`config.mk`:
```
export PLATFORM = sky130hd
export DESIGN_NAME = oea_alarm
export DESIGN_NICKNAME = d
export VERILOG_FILES = /design/src/oea_alarm.v
export VERILOG_INCLUDE_DIRS = /design/src /design/src/src
export SDC_FILE = /design/constraint.sdc
export NUM_CORES = 2
export LEC_CHECK = 0
export BUFFER_PORTS_ARGS = -buffer_cell sky130_fd_sc_hd__buf_2
export CAP_MARGIN = 20
export CORE_MARGIN = 3
export CORE_UTILIZATION = 40
export CTS_CLUSTER_DIAMETER = 120
export CTS_CLUSTER_SIZE = 24
export DETAILED_ROUTE_END_ITERATION = 16
export GPL_TIMING_DRIVEN = 0
export HOLD_SLACK_MARGIN = 0.03
export PLACE_DENSITY = 0.67
export SLEW_MARGIN = 20
export SYNTH_ARGS = -nofsm -noshare
export SYNTH_HDL_FRONTEND = slang
export SYNTH_SLANG_ARGS = --single-unit
```
`constraint.sdc`:
```
create_clock -name mclk -period 11.3 [get_ports mclk]
set_clock_uncertainty 0.2 [all_clocks]
set_input_delay 2.26 -clock mclk [delete_from_list [all_inputs] [get_ports mclk]]
set_output_delay 2.26 -clock mclk [all_outputs]
set_load 0.02 [all_outputs]
```
`src/oea_defines.vh`:
```
`ifndef OEA_DEFINES_VH
`define OEA_DEFINES_VH
// =====================================================
// Register byte offsets, and addr[7:5] codes of the setting blocks
`define OEA_A_CTRL 8'h00
`define OEA_A_CMD 8'h04
`define OEA_A_STAT 8'h08
`define OEA_A_COUNT 8'h0C
`define OEA_A_TIME 8'h10
`define OEA_A_ISTAT 8'h14
`define OEA_A_ICLR 8'h18
`define OEA_A_IEN 8'h1C
`define OEA_A_RSEL 8'h20
`define OEA_A_RTIME 8'h24
`define OEA_A_RINFO 8'h28
`define OEA_A_RPTR 8'h2C
`define OEA_A_PHSET 3'h2
`define OEA_A_RESSET 3'h3
// =====================================================
// Control field positions and reset values
`define OEA_C_PHEN 0
`define OEA_C_RESEN 1
`define OEA_C_PP 2
`define OEA_C_SRC 4:3
`define OEA_C_MON 5
`define OEA_C_MOFF 6
`define OEA_C_SG 10:8
`define OEA_CTRL_RST 11'h063
`define OEA_CMD_CLRCNT 0
// Residual source codes
`define OEA_SRC_COARSE 2'h0
`define OEA_SRC_SENS 2'h1
// Interrupt bits
`define OEA_I_ON 0
`define OEA_I_OFF 1
`define OEA_I_REC 2
`define OEA_IRQ_W 3
// Pick-up defaults: phase in 0.01 In, residual in 0.001 In
`define OEA_PH_DEF 16'h0078
`define OEA_RES_DEF 16'h04B0
// Hysteresis: release below 97 of 100
`define OEA_PCT_FULL 8'h64
`define OEA_PCT_RST 8'h61
// Phase step to residual step scale
`define OEA_PH_SCALE 8'h0A
// Setting groups and fault record
`define OEA_NGRP 8
`define OEA_NREC 4'hC
`define OEA_REC_LAST 4'hB
// Ratio fraction bits and divider length
`define OEA_FRAC 8'h00
`define OEA_DIV_STEPS 5'h18
// Time base
`define OEA_MS_NS 32'h000F_4240
`define OEA_CLK_NS 32'h0000_0014
`endif

```
`src/oea_alarm.v`:
```
// The strobed register port and the register addresses were left to the implementer.
`timescale 1ns/1ps
`include "oea_defines.vh"
// =====================================================
// Overview of operation
// - Eight setting groups, one selector, changes take effect while running.
// - Three phase magnitudes arrive each 5 ms and are evaluated on arrival.
// - Peak-to-peak mode takes operating values from raw samples.
// - Each phase is compared against the setting independently.
// - Pick-up when any one, two or three phases exceed the setting.
// - One phase setting serves all three phases.
// - Release only below 97 % of the setting.
// - Phase setting in 0.01 In steps, default 1.20 In.
// - Start output only while picked up and not blocked.
// - ON and OFF events with 1 ms time stamps on alarm edges.
// - Cumulative alarm counter, clearable by software.
// - Mask selects ON, OFF or both events for storage.
// - Events carry time stamp and process data at the change.
// - Circular record of twelve operations, written with ON data.
// - Record holds time, event code, phases, peak ratio, group.
// - Residual source chosen from coarse, sensitive or calculated.
// - All residual sources refresh every 5 ms.
// - Residual setting in 0.001 In steps, default 1.20, 97 % release.
module oea_alarm #(
   parameter MS_CYCLES = `OEA_MS_NS / `OEA_CLK_NS
) (
   input wire mclk,
   input wire rstn,
   input wire ce,
   input wire [7:0] addr,
   input wire [31:0] wdata,
   input wire wr,
   input wire rd,
   output reg [31:0] rdata,
   input wire upd,
   input wire [15:0] phase_a_rms,
   input wire [15:0] phase_b_rms,
   input wire [15:0] phase_c_rms,
   input wire [15:0] coarse_residual_rms,
   input wire [15:0] sensitive_residual_rms,
   input wire [15:0] calculated_residual_rms,
   input wire samp_vld,
   input wire [15:0] samp_a,
   input wire [15:0] samp_b,
   input wire [15:0] samp_c,
   input wire [15:0] samp_r,
   input wire blk,
   output reg start,
   output reg ev_vld,
   output reg ev_on,
   output reg [31:0] ev_time,
   output reg [15:0] ev_a,
   output reg [15:0] ev_b,
   output reg [15:0] ev_c,
   output reg [15:0] ev_r,
   output wire irq
);
   localparam S_IDLE = 3'b001;
   localparam S_DIV = 3'b010;
   localparam S_STORE = 3'b100;

   reg [10:0] ctrl;
   reg [15:0] ph_set [0:`OEA_NGRP-1];
   reg [15:0] res_set [0:`OEA_NGRP-1];
   reg [`OEA_IRQ_W-1:0] istat;
   reg [`OEA_IRQ_W-1:0] ien;
   reg [15:0] count;
   reg [31:0] ms_div;
   reg [31:0] ms_cnt;
   reg [3:0] pick;
   reg [63:0] mag_q;
   reg [2:0] state;
   reg [4:0] div_cnt;
   reg [23:0] num;
   reg [15:0] den;
   reg [16:0] rem;
   reg [23:0] quo;
   reg [3:0] r_code;
   reg [2:0] r_sg;
   reg [31:0] r_time;
   reg [31:0] rec_time [0:`OEA_REC_LAST];
   reg [23:0] rec_info [0:`OEA_REC_LAST];
   reg [3:0] rec_wp;
   reg [3:0] rec_n;
   reg [3:0] rec_sel;
   integer k;

   // =====================================================
   // Active settings
   wire [2:0] sg = ctrl[`OEA_C_SG];
   wire pp_mode = ctrl[`OEA_C_PP];
   wire [1:0] src = ctrl[`OEA_C_SRC];
   // Phase setting scaled to 0.001 In, shared by all phases
   wire [23:0] thr_ph_w = ph_set[sg] * `OEA_PH_SCALE;
   wire [15:0] thr_ph = thr_ph_w[15:0];
   wire [15:0] thr_res = res_set[sg];
   wire wr_grp = wr && (addr[7:5] == `OEA_A_PHSET);
   wire wr_rgrp = wr && (addr[7:5] == `OEA_A_RESSET);
   wire en_upd = ce && upd;

   // =====================================================
   // Peak-to-peak trackers, one per channel
   wire [63:0] samp_bus = {samp_r, samp_c, samp_b, samp_a};
   wire [63:0] pp_bus;
   genvar i;
   generate
      for (i = 0; i < 4; i = i + 1) begin : g_pp
         reg signed [15:0] hi;
         reg signed [15:0] lo;
         reg [15:0] pp;
         wire signed [15:0] s = samp_bus[16*i +: 16];
         wire [16:0] diff = {hi[15], hi} - {lo[15], lo};
         assign pp_bus[16*i +: 16] = pp;
         // Window of samples closes on each update
         always @(posedge mclk or negedge rstn) begin
            if (!rstn) begin
               hi <= 16'h8000;
               lo <= 16'h7FFF;
               pp <= 16'h0000;
            end else if (ce) begin
               if (upd) begin
                  pp <= (hi < lo) ? 16'h0000 : diff[15:0];
                  hi <= 16'h8000;
                  lo <= 16'h7FFF;
               end else if (samp_vld) begin
                  if (s > hi)
                     hi <= s;
                  if (s < lo)
                     lo <= s;
               end
            end
         end
      end
   endgenerate

   // =====================================================
   // Operating value selection
   reg [15:0] res_rms;
   always @* begin
      case (src)
         `OEA_SRC_COARSE: res_rms = coarse_residual_rms;
         `OEA_SRC_SENS: res_rms = sensitive_residual_rms;
         default: res_rms = calculated_residual_rms;
      endcase
   end
   wire [63:0] rms_bus = {res_rms, phase_c_rms, phase_b_rms, phase_a_rms};
   wire [63:0] mag_bus = pp_mode ? pp_bus : rms_bus;

   // =====================================================
   // Threshold comparators with built-in 97 % release
   wire [3:0] ch_en = {ctrl[`OEA_C_RESEN], {3{ctrl[`OEA_C_PHEN]}}};
   generate
      for (i = 0; i < 4; i = i + 1) begin : g_cmp
         wire [15:0] m = mag_bus[16*i +: 16];
         wire [15:0] t = (i == 3) ? thr_res : thr_ph;
         wire [23:0] m100 = m * `OEA_PCT_FULL;
         wire [23:0] t97 = t * `OEA_PCT_RST;
         // Evaluated once per arriving update
         always @(posedge mclk or negedge rstn) begin
            if (!rstn)
               pick[i] <= 1'b0;
            else if (ce && !ch_en[i])
               pick[i] <= 1'b0;
            else if (en_upd) begin
               if (m > t)
                  pick[i] <= 1'b1;
               else if (m100 < t97)
                  pick[i] <= 1'b0;
            end
         end
      end
   endgenerate

   wire pick_any = (|pick[2:0]) | pick[3];
   wire next_start = pick_any && !blk;
   wire rise = ce && next_start && !start;
   wire fall = ce && !next_start && start;

   // =====================================================
   // Millisecond time base
   always @(posedge mclk or negedge rstn) begin
      if (!rstn) begin
         ms_div <= 32'h0000_0000;
         ms_cnt <= 32'h0000_0000;
      end else if (ce) begin
         if (ms_div == MS_CYCLES - 1) begin
            ms_div <= 32'h0000_0000;
            ms_cnt <= ms_cnt + 32'h0000_0001;
         end else
            ms_div <= ms_div + 32'h0000_0001;
      end
   end

   // =====================================================
   // Alarm output, process data and events
   always @(posedge mclk or negedge rstn) begin
      if (!rstn) begin
         start <= 1'b0;
         mag_q <= 64'h0000_0000_0000_0000;
         ev_vld <= 1'b0;
         ev_on <= 1'b0;
         ev_time <= 32'h0000_0000;
         {ev_r, ev_c, ev_b, ev_a} <= 64'h0000_0000_0000_0000;
      end else if (ce) begin
         start <= next_start;
         if (upd)
            mag_q <= mag_bus;
         ev_vld <= (rise && ctrl[`OEA_C_MON]) ||
                   (fall && ctrl[`OEA_C_MOFF]);
         if (rise || fall) begin
            ev_on <= rise;
            ev_time <= ms_cnt;
            {ev_r, ev_c, ev_b, ev_a} <= mag_q;
         end
      end
   end

   // =====================================================
   // Alarm counter, clear and increment together load 1
   wire clr_cnt = wr && (addr == `OEA_A_CMD) && wdata[`OEA_CMD_CLRCNT];
   always @(posedge mclk or negedge rstn) begin
      if (!rstn)
         count <= 16'h0000;
      else if (ce) begin
         if (rise)
            count <= clr_cnt ? 16'h0001 : count + 16'h0001;
         else if (clr_cnt)
            count <= 16'h0000;
      end
   end

   // =====================================================
   // Peak ratio divider and fault record writer
   wire [15:0] mx_ab = (mag_q[15:0] > mag_q[31:16]) ?
                       mag_q[15:0] : mag_q[31:16];
   wire [15:0] mx_ph = (mx_ab > mag_q[47:32]) ? mx_ab : mag_q[47:32];
   wire use_ph = |pick[2:0];
   wire [16:0] rem_sh = {rem[15:0], num[23]};
   wire rec_wr = ce && (state == S_STORE);
   always @(posedge mclk or negedge rstn) begin
      if (!rstn) begin
         state <= S_IDLE;
         div_cnt <= 5'h00;
         num <= 24'h00_0000;
         den <= 16'h0000;
         rem <= 17'h0_0000;
         quo <= 24'h00_0000;
         r_code <= 4'h0;
         r_sg <= 3'h0;
         r_time <= 32'h0000_0000;
         rec_wp <= 4'h0;
         rec_n <= 4'h0;
      end else if (ce) begin
         case (state)
            S_IDLE: begin
               if (rise) begin
                  num <= {use_ph ? mx_ph : mag_q[63:48], `OEA_FRAC};
                  den <= use_ph ? thr_ph : thr_res;
                  rem <= 17'h0_0000;
                  quo <= 24'h00_0000;
                  div_cnt <= `OEA_DIV_STEPS;
                  r_code <= {pick[2:0], pick[3]};
                  r_sg <= sg;
                  r_time <= ms_cnt;
                  state <= S_DIV;
               end
            end
            S_DIV: begin
               num <= {num[22:0], 1'b0};
               if (rem_sh >= {1'b0, den}) begin
                  rem <= rem_sh - {1'b0, den};
                  quo <= {quo[22:0], 1'b1};
               end else begin
                  rem <= rem_sh;
                  quo <= {quo[22:0], 1'b0};
               end
               div_cnt <= div_cnt - 5'h01;
               if (div_cnt == 5'h01)
                  state <= S_STORE;
            end
            S_STORE: begin
               rec_wp <= (rec_wp == `OEA_REC_LAST) ? 4'h0 :
                         rec_wp + 4'h1;
               if (rec_n != `OEA_NREC)
                  rec_n <= rec_n + 4'h1;
               state <= S_IDLE;
            end
            default: state <= S_IDLE;
         endcase
      end
   end

   // Ratio in 8.8 format, saturated
   wire [15:0] ratio = (den == 16'h0000 || |quo[23:16]) ?
                       16'hFFFF : quo[15:0];
   always @(posedge mclk) begin
      if (rec_wr) begin
         rec_time[rec_wp] <= r_time;
         rec_info[rec_wp] <= {1'b1, r_sg, r_code, ratio};
      end
   end

   // =====================================================
   // Register writes and interrupt status
   wire [`OEA_IRQ_W-1:0] ev_set = {rec_wr, fall, rise};
   wire [`OEA_IRQ_W-1:0] iclr = (wr && addr == `OEA_A_ICLR) ?
                               wdata[`OEA_IRQ_W-1:0] : 3'h0;
   always @(posedge mclk or negedge rstn) begin
      if (!rstn) begin
         ctrl <= `OEA_CTRL_RST;
         istat <= 3'h0;
         ien <= 3'h0;
         rec_sel <= 4'h0;
         for (k = 0; k < `OEA_NGRP; k = k + 1) begin
            ph_set[k] <= `OEA_PH_DEF;
            res_set[k] <= `OEA_RES_DEF;
         end
      end else if (ce) begin
         istat <= (istat & ~iclr) | ev_set;
         if (wr && addr == `OEA_A_CTRL)
            ctrl <= wdata[10:0];
         if (wr && addr == `OEA_A_IEN)
            ien <= wdata[`OEA_IRQ_W-1:0];
         if (wr && addr == `OEA_A_RSEL)
            rec_sel <= wdata[3:0];
         if (wr_grp)
            ph_set[addr[4:2]] <= wdata[15:0];
         if (wr_rgrp)
            res_set[addr[4:2]] <= wdata[15:0];
      end
   end
   assign irq = |(istat & ien);

   // =====================================================
   // Register reads, data valid one cycle after the strobe
   wire [3:0] rs = (rec_sel > `OEA_REC_LAST) ? 4'h0 : rec_sel;
   reg [31:0] rd_mux;
   always @* begin
      rd_mux = 32'h0000_0000;
      if (addr[7:5] == `OEA_A_PHSET)
         rd_mux = {16'h0000, ph_set[addr[4:2]]};
      else if (addr[7:5] == `OEA_A_RESSET)
         rd_mux = {16'h0000, res_set[addr[4:2]]};
      else begin
         case (addr)
            `OEA_A_CTRL: rd_mux = {21'h00_0000, ctrl};
            `OEA_A_STAT: rd_mux = {25'h000_0000, blk, pick, start};
            `OEA_A_COUNT: rd_mux = {16'h0000, count};
            `OEA_A_TIME: rd_mux = ms_cnt;
            `OEA_A_ISTAT: rd_mux = {29'h0000_0000, istat};
            `OEA_A_IEN: rd_mux = {29'h0000_0000, ien};
            `OEA_A_RSEL: rd_mux = {28'h000_0000, rec_sel};
            `OEA_A_RTIME: rd_mux = rec_time[rs];
            `OEA_A_RINFO: rd_mux = {8'h00, rec_info[rs]};
            `OEA_A_RPTR: rd_mux = {24'h00_0000, rec_n, rec_wp};
            default: rd_mux = 32'h0000_0000;
         endcase
      end
   end
   always @(posedge mclk or negedge rstn) begin
      if (!rstn)
         rdata <= 32'h0000_0000;
      else if (ce)
         rdata <= rd ? rd_mux : 32'h0000_0000;
   end
endmodule // oea_alarm

```
==> metrics <==
Final Critical Period=between 10 and 15 ns; initial antenna violation count=44; hold depth=2; P_int=9970 uW; Final Cell Area=between 90000 and 100000 sq um; first-pass GRT wire length=roughly 430000 um; sequential area share after synthesis=0.476; startpoint types=flop; die width=about 480 um; reg-to-reg startpoint=ctrl[8]; critical path's slowest cell=mux4_2; Hold Startpoint=mag_q[23]; slew margin rel.=0.150; Hold WC Path Type=flop to flop; Cell Area, Synth=88000 sq um; Mapped Nets=just under 9k; number of synthesized flops with an enable pin=660; Setup crit end kind=flop; CTS tree=built; die height=~480 um; drt drc=0; met2 usage=0.411; WP data arrival=about 11 ns; Syn-to-layout area delta=9.38%; CTS sink cnt=1535; Avg Cell Area, Syn=between 10 and 15 sq um; dpl hpwl=about 220000 um; TritonRoute pass-1 iters=9; Min-Delay Endpoint=mag_q[23]; clock root cell=clkbuf_16; Worst-path clk slew=~0.10 ns; post-synthesis mux area share=0.101; grt met1 use=0.335; Leak Pwr=0.0423 uW; Layout Nets=~9.3k; CTS buffer count=76; outcome=finished, final reports clean; Max clock buf depth=3; Yosys top cell area share=0.225; reg2reg end=pick[2]; Core Region=about 220000 sq um; Final Hold Fails=0; io pins=between 300 and 400; clk_lat worst skew=between 0.7 and 0.8 ns; Port Buf Inserts=approximately 320; xor/xnor share of the synthesized area=0.0207; maxcap violations=0; number of global-route vias before repair=65.3k; main combinational cell family by area after synthesis=compound AO/OA/AOI/OAI gates; Setup CP Type=flop to flop; Starting DRT DRC Count=~7.3k; Yosys top cell by area=edfxtp_1; Synth area leaders=edfxtp_1 23%, dfrtp_1 21%, ha_1 11%; layout cells sized above 1=0.153; WL/cell=around 26 um; R2R cell count=36; Overflow after GRT=0; Util after Layout=0.442; DR vias/cell=approximately 5.9; Fmax=93.6 MHz; Synth Area in Compound Gates=0.129; Synth Instances=~7.9k; #FFs+latches synth=approximately 1.5k; Synth Area in Simple Gates=0.106; Crit path top cell by count=ha_1; setup TNS=0 ns; vias=66.6k; CTS Hold Bufs=0; Post-Route WL=about 300000 um; dpl cell area=93800 sq um; period utilisation layout=0.946; Logic pwr share=0.352; Synth Area in Adders=0.121; Peak VDD IR=between 0.15 and 0.2 mV; CP Max Fanout=10; Net Switching=5690 uW; setup violators final=0; GR peak layer=met2; largest net degree at the start of global routing=137; yosys warns=0; row cnt=roughly 170; asr flop ratio synth=0.570; switching portion of total power=0.363; Seq pwr share=0.436; grt met3 use=0.0528; Antenna Violating Nets Remaining=0; Worst Path Required=~12 ns; placed cells=~11k; initial core utilization=0.404; Worst Tran Pin Value=around 1.3 ns; ys flop type=dfrtp_1; Final GP Congestion=around 0.94; count of different cell masters after synthesis=~100; total power=~16000 uW; Die ar.=roughly 230000 sq um; reg-to-reg slack, setup=between 0.6 and 0.7 ns; largest incremental delay on the critical path=around 0.57 ns; RSZ-0062 raised after global routing=no; H-tree depth=3; Post-Layout Cell Count=between 10k and 15k; Cell Pwr Density=163 nW/um^2; Clock Power Share=0.211; GRT Total Usage=0.256; Slew Limit Fails=0
[placed cells by master (no fill, tap or decap), drive strengths merged, types with 20 or more instances in the layout]
cell / n
dfrtp: 742
nand2b: 40
nand4: 107
inv: 626
o21bai: 32
diode: 20
a221oi: 83
dfstp: 133
a21o: 99
a21oi: 304
a31oi: 113
nor3: 195
o21a: 53
xor2: 59
a32o: 24
nor4: 29
nand2: 834
o211ai: 20
or2: 22
mux2: 408
a22o: 56
o221ai: 20
o21ai: 301
ha: 740
nand3: 106
mux2i: 153
and2: 22
and3: 43
a211oi: 277
clkbuf: 418
o22ai: 28
o311ai: 24
xnor2: 148
nor2b: 265
buf: 472
nor2: 264
mux4: 124
edfxtp: 660
a311oi: 58
fa: 65
[cell families after synthesis]
family          after synthesis
simple gates               1968
compound gates             1656
fa+ha+maj                   813
mux                         685
buf+inv                    1042
flops                      1535
xor+xnor                    207
[layer usage]
metal  vias up  wire length (um)
met3       544             26500
met2      2966            135000
met1     33400            118000
met5         -               238
met4        34             15500
li1      29700                 -
[power groups by stage]
stage | sequential, uW | combinational (uW) | clock [uW]
3_3_place_gp | 6910 | 5320 | 0
5_1_grt | 6890 | 6160 | 3530
4_1_cts | 6820 | 5510 | 3330
6_report | 6830 | 5520 | 3310
2_1_floorplan | 6900 | 3730 | 0
3_5_place_dp | 6940 | 5470 | 0
[timing repair]
action                                  in CTS  in global routing
setup buffers                                0                  1
endpoints found under the setup margin       1                  2
resized for setup                            1                  5
[synthesized netlist by cell type, drive strengths merged, types with 19 or more instances]
| cell | count |
|---|---|
| nor4 | 29 |
| edfxtp | 660 |
| xnor2 | 148 |
| o21ai | 301 |
| clkbuf | 291 |
| buf | 131 |
| and3 | 43 |
| inv | 620 |
| nand2b | 40 |
| o21bai | 32 |
| a22o | 56 |
| o211ai | 20 |
| nor2b | 265 |
| or3 | 19 |
| and2 | 22 |
| mux4 | 124 |
| fa | 65 |
| a31oi | 113 |
| o221ai | 20 |
| a211oi | 277 |
| o311ai | 24 |
| o21a | 53 |
| ha | 740 |
| a311oi | 58 |
| a21oi | 304 |
| dfstp | 133 |
| a21o | 99 |
| a221oi | 83 |
| nand3 | 106 |
| a32o | 24 |
| nand2 | 834 |
| nor2 | 264 |
| nand4 | 107 |
| nor3 | 195 |
| mux2i | 153 |
| mux2 | 408 |
| or2 | 22 |
| xor2 | 59 |
| o22ai | 28 |
| a21boi | 19 |
| dfrtp | 742 |
[worst max-delay path by stage]
stage                       to  slack (ns)  cells after the start  startpoint
finish                 pick[2]        0.61                     36     ctrl[8]
global route           pick[2]        0.09                     36     ctrl[8]
CTS                    pick[2]        0.04                     35     ctrl[9]
detailed placement     pick[2]        0.05                     35     ctrl[9]
global placement    r_time[19]      -11.75                      1        rstn
floorplan              pick[2]        2.40                     36     ctrl[8]
[registers in the layout (all words and copies together) (netlist names), 32 cells and up]
register and flops:
mag_q 64, g_pp.lo 64, g_pp.pp 64, res_set 128, ph_set 128, g_pp.hi 64
rec_time 384, ms_div 32, rec_info 276, ms_cnt 32, rdata 32, r_time 32
ev_time 32
[metrics by stage]
step / setup WS (ns) / hold slack (ns)
after CTS: 0.0394 / 0.281
after global placement: -11.75 / 0.262
after floorplan: 2.40 / 0.243
final: 0.613 / 0.280
after detailed placement: 0.0492 / 0.267
after global routing: 0.0930 / 0.298
[critical path, delay by kind of cell, from the launching register on]
kind | cells | cell delay (ns)
muxes | 2 | 0.93
AOI/OAI and AO/OA | 9 | 2.06
and+or+nand+nor | 5 | 0.70
buffers and inverters | 7 | 1.72
adders and majority gates | 11 | 3.69
DFF | 1 | 0.37
xor gates and xnor gates | 2 | 0.93
[cell type report]
cell class / count / area [sq um]
antenna: 20 / 50.0
buffer: 421 / 1750
clock buffer: 125 / 2110
clock inverter: 15 / 246
fill: 20100 / 122000
inverter: 620 / 2330
multi-input combinational: 5329 / 42200
sequential: 1535 / 41900
tap: 2854 / 3570
timing repair buffer: 344 / 2150
No activity file was read; power rests on OpenSTA's default activity.
